$ cat src/rscl_pkg.sv
// Package for the reset strap configuration latch.
// Assumes a 32-bit APB slave with word-aligned registers.
package rscl_pkg;

  // ---------------------------------------------------------------
  // Register indexes (byte address is four times the index)
  // ---------------------------------------------------------------
  localparam logic [7:0] RSCL_IDX_TAG = 8'h40;
  localparam logic [7:0] RSCL_IDX_CACHE = 8'h41;
  localparam logic [7:0] RSCL_IDX_CLK = 8'hED;
  localparam logic [7:0] RSCL_IDX_STAT = 8'hF0;

  // ---------------------------------------------------------------
  // Reset values
  // ---------------------------------------------------------------
  localparam logic [7:0] RSCL_RST_CLK = 8'h00;
  localparam logic [7:0] RSCL_RST_CACHE = 8'h00;
  localparam logic [7:0] RSCL_RST_TAG = 8'h00;
  localparam logic RSCL_RST_PD_EN = 1'b1;

  // ---------------------------------------------------------------
  // Strap pins: vector bit 0 is host address 19
  // ---------------------------------------------------------------
  localparam int unsigned RSCL_PIN_BASE = 19;
  localparam int unsigned RSCL_NPINS = 13;
  localparam int unsigned RSCL_PIN_FREQ_LSB = 29 - RSCL_PIN_BASE;
  localparam int unsigned RSCL_PIN_PLL = 28 - RSCL_PIN_BASE;
  localparam int unsigned RSCL_PIN_27 = 27 - RSCL_PIN_BASE;
  localparam int unsigned RSCL_PIN_26 = 26 - RSCL_PIN_BASE;
  localparam int unsigned RSCL_PIN_25 = 25 - RSCL_PIN_BASE;
  localparam int unsigned RSCL_PIN_24 = 24 - RSCL_PIN_BASE;
  localparam int unsigned RSCL_PIN_TAG = 23 - RSCL_PIN_BASE;
  localparam int unsigned RSCL_PIN_TYPE = 22 - RSCL_PIN_BASE;
  localparam int unsigned RSCL_PIN_SIZE_LSB = 20 - RSCL_PIN_BASE;
  localparam int unsigned RSCL_PIN_BANK = 19 - RSCL_PIN_BASE;

  // ---------------------------------------------------------------
  // Field positions inside the registers
  // ---------------------------------------------------------------
  localparam int unsigned RSCL_CLK_FREQ_LSB = 5;
  localparam int unsigned RSCL_CLK_PLL_BIT = 4;
  localparam int unsigned RSCL_TAG_EN_BIT = 6;
  localparam int unsigned RSCL_CACHE_BANK_BIT = 5;
  localparam int unsigned RSCL_CACHE_TYPE_BIT = 4;
  localparam int unsigned RSCL_CACHE_SIZE_LSB = 2;
  localparam int unsigned RSCL_STAT_DONE_BIT = 0;
  localparam int unsigned RSCL_STAT_REV_BIT = 1;

  // ---------------------------------------------------------------
  // Types
  // ---------------------------------------------------------------
  typedef enum logic [0:0] {
    RSCL_WAIT_REL = 1'b0,
    RSCL_CAPTURED = 1'b1
  } rscl_cap_e;

  typedef struct packed {
    logic en;
    logic [7:0] idx;
    logic [7:0] data;
  } rscl_wr_s;

endpackage : rscl_pkg

$ cat src/rscl_strap_cap.sv
// Strap capture: snapshots the strap pins once after reset release.
// Assumes pins are synchronous to the clock and stable around release.
`timescale 1ns/10ps
module rscl_strap_cap
  import rscl_pkg::*;
(
  input wire logic i_ref_clk,
  input wire logic i_rst_n,
  input wire logic [RSCL_NPINS-1:0] i_pins,
  input wire logic [RSCL_NPINS-1:0] i_pins_drv,
  output logic o_load,
  output logic [RSCL_NPINS-1:0] o_snap
);

  typedef struct packed {
    rscl_cap_e st;
    logic load;
    logic [RSCL_NPINS-1:0] snap;
  } rscl_cap_s;

  rscl_cap_s s_q;
  rscl_cap_s s_d;

  // ---------------------------------------------------------------
  // Capture sequence
  // ---------------------------------------------------------------
  // One-shot on the first edge after release; only reset rearms it
  always_comb begin
    s_d = s_q;
    s_d.load = 1'b0;
    case (s_q.st)
      RSCL_WAIT_REL: begin
        s_d.st = RSCL_CAPTURED;
        s_d.load = 1'b1;
        // weak pull-down
        // An undriven pin reads low, as the internal pull would make it
        s_d.snap = i_pins & i_pins_drv;
      end
      default: begin
        s_d.st = RSCL_CAPTURED;
      end
    endcase
  end

  // Synchronous reset to constants only
  always_ff @(posedge i_ref_clk) begin
    if (!i_rst_n) begin
      s_q <= '{st: RSCL_WAIT_REL, load: 1'b0, snap: '0};
    end else begin
      s_q <= s_d;
    end
  end

  assign o_load = s_q.load;
  assign o_snap = s_q.snap;

endmodule : rscl_strap_cap

$ cat src/rscl_apb_slv.sv
// APB slave front end: zero-wait access phase, registered answers.
// Assumes the owner supplies read data for the index on i_paddr.
`timescale 1ns/10ps
module rscl_apb_slv
  import rscl_pkg::*;
(
  input wire logic i_ref_clk,
  input wire logic i_rst_n,
  input wire logic i_psel,
  input wire logic i_penable,
  input wire logic i_pwrite,
  input wire logic [11:0] i_paddr,
  input wire logic [31:0] i_pwdata,
  input wire logic i_hit,
  input wire logic [7:0] i_rdata,
  output logic [7:0] o_idx,
  output rscl_wr_s o_wr,
  output logic o_pready,
  output logic [31:0] o_prdata,
  output logic o_pslverr
);

  typedef struct packed {
    logic pready;
    logic [31:0] prdata;
    logic pslverr;
  } rscl_apb_s;

  rscl_apb_s s_q;
  rscl_apb_s s_d;
  logic aligned;
  logic setup;

  // ---------------------------------------------------------------
  // Decode
  // ---------------------------------------------------------------
  assign o_idx = i_paddr[9:2];
  assign aligned = (i_paddr[1:0] == 2'h0) && (i_paddr[11:10] == 2'h0);
  assign setup = i_psel && !i_penable;

  // Write commits only at the completing edge of the access phase
  assign o_wr.en = i_psel && i_penable && s_q.pready && i_pwrite &&
                   aligned && i_hit;
  assign o_wr.idx = o_idx;
  assign o_wr.data = i_pwdata[7:0];

  // Answer prepared in setup so every bus output is a flop
  always_comb begin
    s_d = s_q;
    if (setup) begin
      s_d.pready = 1'b1;
      s_d.pslverr = !(aligned && i_hit);
      if (!i_pwrite && aligned && i_hit) begin
        s_d.prdata = {24'h000000, i_rdata};
      end else begin
        s_d.prdata = 32'h00000000;
      end
    end else if (i_psel && i_penable && s_q.pready) begin
      s_d.pready = 1'b0;
      s_d.pslverr = 1'b0;
    end
  end

  always_ff @(posedge i_ref_clk) begin
    if (!i_rst_n) begin
      s_q <= '{pready: 1'b0, prdata: 32'h00000000, pslverr: 1'b0};
    end else begin
      s_q <= s_d;
    end
  end

  assign o_pready = s_q.pready;
  assign o_prdata = s_q.prdata;
  assign o_pslverr = s_q.pslverr;

endmodule : rscl_apb_slv

$ cat src/rscl_top.sv
// Reset strap configuration latch: captures board straps into
// configuration registers at reset release, APB readable/writable.
// Assumes straps are stable and synchronous while reset is released.
//
// How it works
// - Capture straps when system reset is released
// - Undriven strap pins read as zero
// - Top three straps give bus frequency
// - Address 28 strap enables processor PLL
// - Early silicon: three-bit clock compensation code
// - Early silicon: address 24 selects PLL test
// - Later silicon: two-bit compensation in bits 3:2
// - Later silicon: data clock advance bits 1:0
// - Capture cache type, bank count, tag enable
// - Capture cache size code in bits 3:2
//
// Our own choice: the APB interface to the registers.
`timescale 1ns/10ps
module rscl_top
  import rscl_pkg::*;
#(
  parameter bit P_LATE_REV = 1'b1
)(
  input wire logic i_ref_clk,
  input wire logic i_rst_n,
  input wire logic [RSCL_NPINS-1:0] i_host_addr_strap_pins,
  input wire logic [RSCL_NPINS-1:0] i_strap_ext_drv,
  input wire logic i_psel,
  input wire logic i_penable,
  input wire logic i_pwrite,
  input wire logic [11:0] i_paddr,
  input wire logic [31:0] i_pwdata,
  output logic o_pready,
  output logic [31:0] o_prdata,
  output logic o_pslverr,
  output logic o_strap_pd_en,
  output logic [2:0] o_host_freq_code,
  output logic o_cpu_pll_en,
  output logic [2:0] o_clk_comp_code,
  output logic o_pll_test_mode,
  output logic [1:0] o_host_data_clk_advance,
  output logic o_int_tag_en,
  output logic o_l2_mem_cache,
  output logic o_l2_two_bank,
  output logic [1:0] o_l2_size_code,
  output logic o_cap_done
);

  // ---------------------------------------------------------------
  // State
  // ---------------------------------------------------------------
  typedef struct packed {
    logic [7:0] clk_cfg;
    logic [7:0] cache_cfg;
    logic [7:0] tag_cfg;
    logic done;
    logic pd_en;
  } rscl_top_s;

  rscl_top_s s_q;
  rscl_top_s s_d;
  logic cap_load;
  logic [RSCL_NPINS-1:0] snap;
  logic [7:0] idx;
  rscl_wr_s wr;
  logic hit;
  logic [7:0] rdata;

  // ---------------------------------------------------------------
  // Submodules
  // ---------------------------------------------------------------
  rscl_strap_cap u_cap (
    .i_ref_clk(i_ref_clk),
    .i_rst_n(i_rst_n),
    .i_pins(i_host_addr_strap_pins),
    .i_pins_drv(i_strap_ext_drv),
    .o_load(cap_load),
    .o_snap(snap)
  );

  rscl_apb_slv u_apb (
    .i_ref_clk(i_ref_clk),
    .i_rst_n(i_rst_n),
    .i_psel(i_psel),
    .i_penable(i_penable),
    .i_pwrite(i_pwrite),
    .i_paddr(i_paddr),
    .i_pwdata(i_pwdata),
    .i_hit(hit),
    .i_rdata(rdata),
    .o_idx(idx),
    .o_wr(wr),
    .o_pready(o_pready),
    .o_prdata(o_prdata),
    .o_pslverr(o_pslverr)
  );

  // ---------------------------------------------------------------
  // Read decode
  // ---------------------------------------------------------------
  // Status register is read-only; writes to it are silently dropped
  always_comb begin
    hit = 1'b1;
    rdata = 8'h00;
    if (idx == RSCL_IDX_CLK) begin
      rdata = s_q.clk_cfg;
    end else if (idx == RSCL_IDX_CACHE) begin
      rdata = s_q.cache_cfg;
    end else if (idx == RSCL_IDX_TAG) begin
      rdata = s_q.tag_cfg;
    end else if (idx == RSCL_IDX_STAT) begin
      rdata[RSCL_STAT_DONE_BIT] = s_q.done;
      rdata[RSCL_STAT_REV_BIT] = P_LATE_REV;
    end else begin
      hit = 1'b0;
    end
  end

  // ---------------------------------------------------------------
  // Register update
  // ---------------------------------------------------------------
  // Capture outranks software: they can only meet right after reset
  always_comb begin
    s_d = s_q;
    if (cap_load) begin
      s_d.done = 1'b1;
      s_d.clk_cfg[RSCL_CLK_FREQ_LSB +: 3] =
        snap[RSCL_PIN_FREQ_LSB +: 3];
      s_d.clk_cfg[RSCL_CLK_PLL_BIT] = snap[RSCL_PIN_PLL];
      if (P_LATE_REV) begin
        s_d.clk_cfg[3:2] = {snap[RSCL_PIN_27], snap[RSCL_PIN_26]};
        s_d.clk_cfg[1:0] = {snap[RSCL_PIN_25], snap[RSCL_PIN_24]};
      end else begin
        s_d.clk_cfg[3:1] = {snap[RSCL_PIN_27], snap[RSCL_PIN_25],
                            snap[RSCL_PIN_24]};
        s_d.clk_cfg[0] = snap[RSCL_PIN_24];
      end
      s_d.cache_cfg[RSCL_CACHE_TYPE_BIT] = snap[RSCL_PIN_TYPE];
      s_d.cache_cfg[RSCL_CACHE_BANK_BIT] = snap[RSCL_PIN_BANK];
      s_d.tag_cfg[RSCL_TAG_EN_BIT] = snap[RSCL_PIN_TAG];
      s_d.cache_cfg[RSCL_CACHE_SIZE_LSB +: 2] =
        snap[RSCL_PIN_SIZE_LSB +: 2];
    end else if (wr.en) begin
      if (wr.idx == RSCL_IDX_CLK) begin
        s_d.clk_cfg = wr.data;
      end else if (wr.idx == RSCL_IDX_CACHE) begin
        s_d.cache_cfg = wr.data;
      end else if (wr.idx == RSCL_IDX_TAG) begin
        s_d.tag_cfg = wr.data;
      end
    end
  end

  // Synchronous active-low reset to constants
  always_ff @(posedge i_ref_clk) begin
    if (!i_rst_n) begin
      s_q <= '{clk_cfg: RSCL_RST_CLK, cache_cfg: RSCL_RST_CACHE,
               tag_cfg: RSCL_RST_TAG, done: 1'b0,
               pd_en: RSCL_RST_PD_EN};
    end else begin
      s_q <= s_d;
    end
  end

  // ---------------------------------------------------------------
  // Outputs, slices of registered state; fields unused by the revision tie to zero
  // ---------------------------------------------------------------
  // pull-down enable
  assign o_strap_pd_en = s_q.pd_en;
  assign o_host_freq_code = s_q.clk_cfg[RSCL_CLK_FREQ_LSB +: 3];
  assign o_cpu_pll_en = s_q.clk_cfg[RSCL_CLK_PLL_BIT];
  // Later silicon uses only bits 3:2, zero-extended to the code
  assign o_clk_comp_code = P_LATE_REV ?
                           {1'b0, s_q.clk_cfg[3:2]} : s_q.clk_cfg[3:1];
  assign o_pll_test_mode = P_LATE_REV ? 1'b0 : s_q.clk_cfg[0];
  assign o_host_data_clk_advance = P_LATE_REV ? s_q.clk_cfg[1:0] : 2'h0;
  assign o_int_tag_en = s_q.tag_cfg[RSCL_TAG_EN_BIT];
  assign o_l2_mem_cache = s_q.cache_cfg[RSCL_CACHE_TYPE_BIT];
  assign o_l2_two_bank = s_q.cache_cfg[RSCL_CACHE_BANK_BIT];
  assign o_l2_size_code = s_q.cache_cfg[RSCL_CACHE_SIZE_LSB +: 2];
  assign o_cap_done = s_q.done;

  // Strap value as the pad sees it, pull-down included
  logic [RSCL_NPINS-1:0] eff;
  assign eff = i_host_addr_strap_pins & i_strap_ext_drv;
endmodule : rscl_top

$ cat config.mk
export PLATFORM = sky130hd
export DESIGN_NAME = rscl_top
export DESIGN_NICKNAME = d
export VERILOG_FILES = /design/src/rscl_pkg.sv /design/src/rscl_strap_cap.sv /design/src/rscl_apb_slv.sv /design/src/rscl_top.sv
export SDC_FILE = /design/constraint.sdc
export NUM_CORES = 1
export LEC_CHECK = 0
export ABC_AREA = 1
export BUFFER_PORTS_ARGS = -buffer_cell sky130_fd_sc_hd__buf_2
export CAP_MARGIN = 10
export CORE_UTILIZATION = 50
export DETAILED_ROUTE_END_ITERATION = 8
export GPL_ROUTABILITY_DRIVEN = 0
export PLACE_DENSITY = 0.87
export SYNTH_ARGS = -nofsm -noshare
export SYNTH_HDL_FRONTEND = slang
export SYNTH_SLANG_ARGS = --single-unit
$ cat constraint.sdc
create_clock -name i_ref_clk -period 4.05 [get_ports i_ref_clk]
set_clock_uncertainty 0.1 [all_clocks]
set_input_delay 0.2025 -clock i_ref_clk [delete_from_list [all_inputs] [get_ports i_ref_clk]]
set_output_delay 0.2025 -clock i_ref_clk [all_outputs]
set_load 0.1 [all_outputs]
==> metrics, run 1 <==
Die Wd 75.7 um; Synth area leader dfxtp_1; routed length on met3 between 400 and 500 um; Max clock buf depth 2; Avg Cell Area, Syn 6.79 um^2; initial antenna violation count 0; RSZ-0062 raised after global routing false; Power, Total roughly 0.0011 W; via count around 2600; final hold violations 0; post-synthesis cell count 400; post-cts gate resize count 0; clock latency on the worst-skew pair slightly below 0.3 ns; Sink Count 50; post-synthesis sequential area ratio 0.368; vias per inst 4.86; commonest non-fill, non-tap cell in the layout nand2_1; Leak Pwr 1.55 nW; initial cell density of the core 0.525; pwr/cell area 363 nW/um^2; crit path max fanout 17; largest net degree at the start of global routing 28; Hold Path Class primary input to flip-flop; min Tclk post-route ~1.9 ns; post-route setup TNS 0 ns; Die ar. approximately 5700 um^2; port bufs 74; post-synth top area share 0.368; fmax ~520 MHz; highest routed layer met4; vias in the first global route roughly 2200; wire length per cell ~11 um; CP Class flip-flop to flip-flop; P&R area growth vs syn 12.4%; layout cells sized above 1 0.233; Residual DRC 0; GRT Total Usage 0.215; Nets approximately 530; Ys Warns 0; Hold Buf Count CTS 0; DRT iter0 DRCs 164; part of the power in registers 0.466; I/O pins about 130; total gr overflow 0; Num CTS Buffers 5; async set-or-reset flop fraction in the synthesized netlist 0; most frequent cells in the layout nand2_1, buf_2, dfxtp_1, nor2_1, nand3_1; Die Height approximately 76 um; diode count 0; met2 routed wirelength 2.69 mm; fin. max-slew vios 0; Top FF cell, synth dfxtp_1; CTS tree yes; Post-DP HPWL 4.41 mm; synthesized cell area around 2700 um^2; Worst-path clk slew ~0.090 ns; Critical Path AT 2.05 ns; Rel. slew slack 0.587; drt pass-1 iters 4; Clock power frac 0.309; CP endpoint kind flip-flop; type of origin of the critical path flip-flop; status complete, no violations; number of synthesized flops with an enable pin 0; first-pass GRT wire length around 9.4 mm; final setup fails 0; VDD IR max about 260 uV; wire length on met1 2.62 mm; sw frac 0.345; Logic pwr share 0.225; drt total wl ~5.8 mm; Root Driver clkbuf_8; Internal Power roughly 0.00073 W; Setup Fix Bufs, Post-CTS 0; Max Cap Viol 0; Worst Path Required 4.18 ns; library cells used by synthesis 28; Worst-Margin Slew 0.619 ns; Seq cells post-synth 50; final worst-path cycle share 0.474; synth top area cells dfxtp_1, nand2_1, buf_4; Antenna Nets Post-Route 0; H-tree depth 2; Switching Power between 0.0003 and 0.0004 W; core footprint 5170 um^2; standard-cell rows 26
## flip-flops by register name (all words and copies together) (netlist names)
signal	cells
o_clk_comp_code	2
o_cap_done	1
o_l2_mem_cache	1
u_apb.o_pready	1
u_cap.s_q	1
u_cap.o_load	1
u_apb.o_pslverr	1
o_l2_size_code	2
o_cpu_pll_en	1
s_q	11
u_apb.o_prdata	8
o_host_freq_code	3
u_cap.o_snap	13
o_host_data_clk_advance	2
o_l2_two_bank	1
o_int_tag_en	1
## critical path: stages, from the launching register on
cell and delay (ns):
dfxtp_1 0.73, inv_1 0.41, nand2_4 0.21, o21ai_2 0.14
nand2_1 0.10, nand2_1 0.05, nor2_1 0.11
## per-layer routing
layer	vias up	global-route usage
li1	1327	-
met1	1133	0.270
met2	113	0.377
met3	5	0.0476
met4	0	0.0514
met5	-	0
## cells by family after synthesis
family / share of synthesized area
compound gates: 0.107
other cells: 0.00276
simple gates: 0.344
flops: 0.368
buf+inv: 0.178
## synth_stat cells, types with 5 or more instances
cell type,n
a21oi_1,24
buf_4,36
clkbuf_1,7
dfxtp_1,50
inv_1,35
inv_2,7
nand2_1,93
nand2_2,6
nand3_1,43
nand4_1,7
nor2_1,47
o211ai_1,5
o21ai_0,12
## power by group through the flow
stage	sequential [W]	combinational, W	clock (W)
6_report	0.000516	0.000249	0.000343
5_1_grt	0.000518	0.000265	0.000367
4_1_cts	0.000516	0.000249	0.000347
3_5_place_dp	0.000528	0.000248	0
3_3_place_gp	0.000527	0.000246	0
2_1_floorplan	0.000546	0.000211	0
## per-stage QoR
step	util	std cells	setup slack [ns]	hold WS, ns	instance area, um^2
after floorplan	-	425	1.83	0.130	2810
after global placement	0.570	522	2.22	0.319	2950
after detailed placement	0.570	522	2.18	0.323	2950
after CTS	0.591	530	2.16	0.0135	3060
after global routing	0.591	530	1.94	0.0299	3060
final	0.591	530	2.13	0.0189	3060
## path summary, 6_finish.rpt
path	start	endpoint	slack, ns	cells after the start
worst max-delay path	u_cap.o_load	o_l2_two_bank	2.13	6
worst min-delay path	i_strap_ext_drv[4]	u_cap.o_snap[4]	0.02	3
worst max register to register	u_cap.o_load	o_l2_two_bank	2.13	6
worst min register to register	u_cap.o_snap[12]	u_cap.o_snap[12]	0.37	2
## layout make-up
cell class                      count  area [um^2]
Clock buffer                        5         68.8
Multi-Input combinational cell    285         1330
Timing Repair Buffer               74          370
Sequential cell                    50         1000
Inverter                           43          161
Clock inverter                      3         40.0
Tap cell                           70         87.6
Fill cell                         505         2120
No activity file was read; power rests on OpenSTA's default activity.
==> run 2, diff against run 1 <==
CORE_UTILIZATION = 47   (was 50)
PLACE_DENSITY = 0.82   (was 0.87)
clock period = 1.8 ns   (was 4.05 ns; I/O delays follow)
==> run 2 against run 1 <==
Against the previous run:
- register-to-register slack worse by 2.0 ns
- cell area is 11% higher
- sequential power is 120% higher
- sequential share of layout area is 3.1 points lower
- maximum frequency is 17% higher
- die area is 6.2% higher
- core utilization is 2.2 points higher
- critical endpoint is now o_host_freq_code[1]
- critical path depth stayed put
- non-clock buffer count is 36 higher
- first-iteration DRC count is 30% lower
==> metrics, run 2 (same netlist as run 1, synthesis figures left out) <==
I/O pins 126 (unchanged); Root Driver clkbuf_8; initial antenna violation count 0 (unchanged); VDD IR max 433 uV (+64%); first-pass GRT wire length 10.7 mm (+13%); fmax 612 MHz (+17%); via count 2753 (+6.8%); CP Class flip-flop to flip-flop; Power, Total 0.00244 W (+120%); Residual DRC 0 (unchanged); CP endpoint kind flip-flop; WHS Endpoint u_apb.o_pslverr; port bufs 74 (unchanged); R2R Path End o_host_freq_code[1]; wire length per cell 11.6 um (+7.0%); type of origin of the critical path flip-flop; initial cell density of the core 0.491 (-0.0349); Sink Count 50 (unchanged); worst reg-to-reg setup slack 0.17 ns (-1.96 ns); vias per inst 4.85 (-0.36%); CTS tree yes; standard-cell rows 27 (+3.8%); diode count 0 (unchanged); RSZ-0062 raised after global routing false; DRT iter0 DRCs 115 (-30%); Die Wd 78.0 um (+3.1%); Worst-path clk slew 0.09 ns (about the same); H-tree depth 2 (unchanged); GRT Total Usage 0.220 (+0.00476); drt total wl 6.62 mm (+15%); Die ar. 6090 um^2 (+6.2%); final hold violations 0 (unchanged); final core occ 0.612 (+0.0215); layout cells sized above 1 0.232 (-0.000754); Worst Path Required 1.94 ns (-2.24 ns); CP Cell Sequence inv_1 -> nand2_4 -> nand2_4 -> nand2_1 -> nand2_1 -> nor2_1; Die Height 78.0 um (+3.1%); WHS Path Cells 5 (+2); pwr/cell area 721 nW/um^2 (+99%); Hold Path Class primary input to flip-flop; post-route setup TNS 0 ns (unchanged); R2R cell count 6 (unchanged); largest net degree at the start of global routing 28 (unchanged); Layout Cells excl Fill 568 (+7.2%); min Tclk post-route 1.63 ns (-0.285 ns); Post-DP HPWL 4.65 mm (+5.4%); Critical Path AT 1.77 ns (-0.28 ns); Max Cap Viol 0 (unchanged); R2R Path Start u_cap.o_load; Inst Count DP 529 (+1.3%); drt pass-1 iters 5 (+1); P&R area growth vs syn 24.8%; Max clock buf depth 2 (unchanged); Nets 570 (+6.7%); clock latency on the worst-skew pair 0.30 ns (about the same); hold_sp i_paddr[0]; final worst-path cycle share 0.908 (+0.434); Antenna Nets Post-Route 0 (unchanged); Setup WS post-layout 0.165 ns (-1.96 ns); CP max stage delay 0.56 ns (-0.17 ns); most frequent cells in the layout nand2_1, buf_2, dfxtp_1, nor2_1, nand3_1; vias in the first global route 2511 (+12%); fin. max-slew vios 0 (unchanged); Largest register FFs 13 (unchanged); Crit-path slowest cell dfxtp_1; core footprint 5540 um^2 (+7.1%); total gr overflow 0 (unchanged); worst slack at placement 0.167 ns (-2.01 ns); final setup fails 0 (unchanged); Num CTS Buffers 5 (unchanged); commonest non-fill, non-tap cell in the layout nand2_1; status complete, no violations; crit path max fanout 16 (-1); Leak Pwr 1.67 nW (+7.7%)
==> run 2: cell count changes in the layout (fill, tap and decap cells not counted), sizes merged <==
cell         previous run  this run
buf                    74        80
bufinv                  1         0
clkbuf                  5         7
dlygate4sd3             0        30
clkinv                  3         2
==> run 2: report_power, final <==
part	leakage [nW]	switching [W]	total (W)	internal, W
sequential	0.407	0.0000195	0.00115	0.00114
combinational	1.21	0.000493	0.000622	0.000129
clock	0.0482	0.000357	0.000668	0.000311
==> run 2: worst max path at each step <==
stage	start	end	slack (ns)	cells past startpoint
after detailed placement	u_apb.o_pready	s_q[17]	0.17	8
after global routing	u_cap.o_load	o_host_freq_code[2]	0.07	6
after global placement	u_apb.o_pready	s_q[16]	0.22	8
after floorplan	u_apb.o_pready	o_clk_comp_code[0]	0.1	10
after CTS	i_psel	s_q[17]	0.07	10
final	u_cap.o_load	o_host_freq_code[1]	0.17	6
==> run 2: area by class of cell <==
| cell class | count | area, um^2 |
|---|---|---|
| Multi-Input combinational cell | 285 | 1330 |
| Sequential cell | 50 | 1000 |
| Fill cell | 535 | 2150 |
| Clock buffer | 7 | 86.3 |
| Tap cell | 72 | 90.1 |
| Timing Repair Buffer | 110 | 716 |
| Inverter | 43 | 161 |
| Clock inverter | 1 | 5.00 |
==> run 2: worst max-delay path, delay by kind of cell (launching register included) <==
kind | cells | cell delay, ns
buffers and inverters | 1 | 0.34
flip-flops | 1 | 0.56
AND/OR/NAND/NOR | 5 | 0.57
==> run 2: timing repair <==
action / 4_1_cts / 5_1_grt
hold buffers: 28 / 2
buffers inserted: 0 / 1
resized for setup: 0 / 2
hold endpoints to repair: 20 / 2
endpoints found under the setup margin: 0 / 13
==> run 2: routing by layer <==
metal | track usage | share of wire
met1 | 0.251 | 0.42
met2 | 0.415 | 0.50
met3 | 0.0395 | 0.072
met4 | 0.0630 | 0.0094
met5 | 0 | 0
==> run 2: stage by stage <==
step,hold WS (ns),instance area [um^2]
after floorplan,0.0177,2820
after global placement,0.206,2990
after detailed placement,0.212,2990
after CTS,0.00101,3360
after global routing,0.00451,3390
final,0.00516,3390
==> run 3, diff against run 2 <==
--- a/config.mk
+++ b/config.mk
@@ -13,2 +13,3 @@
 export GPL_ROUTABILITY_DRIVEN = 0
+export HOLD_SLACK_MARGIN = 0.15
 export PLACE_DENSITY = 0.82
--- a/constraint.sdc
+++ b/constraint.sdc
@@ -4,2 +4,2 @@
 set_output_delay 0.09 -clock i_ref_clk [all_outputs]
-set_load 0.1 [all_outputs]
+set_load 0.05 [all_outputs]
==> run 3 against run 2 <==
Against the previous run:
- core utilization grew 2.9 points
- setup slack worse by 0.050 ns
- largest cell class unchanged
- register-to-register slack is essentially flat
- critical endpoint is now u_apb.o_pready
- via count is 4.1% higher
- critical path depth did not move
==> metrics, run 3 (same netlist as run 1, synthesis figures left out) <==
crit path max fanout 10 (-6); fin. max-slew vios 0 (unchanged); CP endpoint kind flip-flop; status complete, no violations; Leak Pwr 1.73 nW (+3.4%); min Tclk post-route 1.68 ns (+0.0501 ns); CP Class primary input to flip-flop; routed length on met3 401 um (-16%); most frequent cells in the layout nand2_1, buf_2, dfxtp_1, nor2_1, dlygate4sd3_1; Post-DP HPWL 4.57 mm (-1.7%); Num CTS Buffers 5 (unchanged); CTS tree yes; Sink Count 50 (unchanged); Largest register FFs 13 (unchanged); Residual DRC 0 (unchanged); CP Cell Sequence dlygate4sd3_1 -> buf_2 -> nor2_2 -> clkinvlp_4 -> a21oi_1 -> dlygate4sd3_1; Antenna Nets Post-Route 0 (unchanged); Die Height 78.0 um (unchanged); layout cells sized above 1 0.227 (-0.00529); vias per inst 4.91 (+1.3%); Power, Total 0.00227 W (-7.3%); Crit-path slowest cell dlygate4sd3_1; largest net degree at the start of global routing 23 (-18%); final hold violations 0 (unchanged); Root Driver clkbuf_8; initial antenna violation count 0 (unchanged); post-route setup TNS 0 ns (unchanged); CP max stage delay 0.56 ns (about the same); I/O pins 126 (unchanged); via count 2866 (+4.1%); highest routed layer met4; met2 routed wirelength 3.53 mm (+6.7%); drt total wl 7.01 mm (+5.9%); Die Wd 78.0 um (unchanged); initial cell density of the core 0.491 (unchanged); Hold Path Class primary input to flip-flop; DP Area 3000 um^2 (+0.17%); clock latency on the worst-skew pair 0.31 ns (about the same); DRT iter0 DRCs 177 (+54%); standard-cell rows 27 (unchanged); P&R area growth vs syn 30.7%; Worst Path Required 1.95 ns (about the same); VDD IR max 378 uV (-13%); Die ar. 6090 um^2 (unchanged); Critical Path AT 1.84 ns (+0.07 ns); H-tree depth 2 (unchanged); diode count 0 (unchanged); Worst-path clk slew 0.09 ns (about the same); wire length per cell 12.0 um (+3.0%); Max clock buf depth 2 (unchanged); final worst-path cycle share 0.936 (+0.0278); wire length on met1 2.91 mm (+5.2%); final setup fails 0 (unchanged); Max Cap Viol 0 (unchanged); commonest non-fill, non-tap cell in the layout nand2_1; pwr/cell area 638 nW/um^2 (-11%); GRT Total Usage 0.235 (+0.0153); type of origin of the critical path primary input; vias in the first global route 2603 (+3.7%); delay-heaviest family, CP buffers and inverters; CP bufs+invs 4 (+3); port bufs 74 (unchanged); Inst Count DP 530 (+0.19%); Nets 587 (+3.0%); most used cell along the critical path dlygate4sd3_1; design area 3550 um^2 (+4.7%); first-pass GRT wire length 11.4 mm (+6.5%); Layout Cells excl Fill 584 (+2.8%); RSZ-0062 raised after global routing false; fmax 594 MHz (-3.0%); core footprint 5540 um^2 (unchanged); total gr overflow 0 (unchanged); drt pass-1 iters 5 (unchanged)
-- run 3: cell types whose count changed in the layout (fill, tap and decap cells not counted), sizes merged --
cell         before  now
clkinv            2    0
dlygate4sd3      30   45
clkinvlp          0    1
buf              80   82
-- run 3: path summary, 6_finish.rpt --
| check | startpoint | endpoint | slack [ns] | cells past startpoint |
|---|---|---|---|---|
| max | i_penable | u_apb.o_pready | 0.12 | 6 |
| min | i_rst_n | o_cap_done | 0.18 | 4 |
| max reg2reg | u_cap.o_load | o_l2_size_code[1] | 0.18 | 5 |
| min reg2reg | u_cap.o_snap[12] | u_cap.o_snap[12] | 0.36 | 2 |
-- run 3: report_power, final --
part	total (W)	internal (W)	switching (W)
registers	0.00116	0.00114	0.0000190
clock network	0.000630	0.000269	0.000361
logic	0.000481	0.000154	0.000327
total	0.00227	0.00156	0.000707
-- run 3: final cells by class --
| type | count | area [um^2] |
|---|---|---|
| fill | 493 | 1990 |
| multi-input combinational | 285 | 1340 |
| sequential | 50 | 1000 |
| timing repair buffer | 127 | 881 |
| inverter | 43 | 165 |
| tap | 72 | 90.1 |
| clock buffer | 7 | 76.3 |
-- run 3: timing repair --
item,CTS,global route
hold buffers,45,0
endpoints found under the setup margin,0,33
setup buffers,0,2
hold endpoints to repair,43,0
resized for setup,0,4
-- run 3: metrics by stage --
stage / setup slack (ns) / util / hold WS [ns]
floorplan: 0.143 / - / 0.0177
global placement: 0.212 / 0.541 / 0.206
detailed placement: 0.147 / 0.541 / 0.209
CTS: 0.0398 / 0.636 / 0.164
global route: 0.0153 / 0.641 / 0.217
finish: 0.115 / 0.641 / 0.184
-- run 3: metal layers --
metal	vias to the layer above	GRT usage
li1	1435	-
met1	1288	0.274
met2	126	0.430
met3	17	0.0337
met4	0	0.0944
met5	-	0
-- run 3: worst min-delay path, delay by kind of cell --
kind	cells	cell delay, ns
buffers and inverters	3	0.35
AND/OR/NAND/NOR	1	0.11
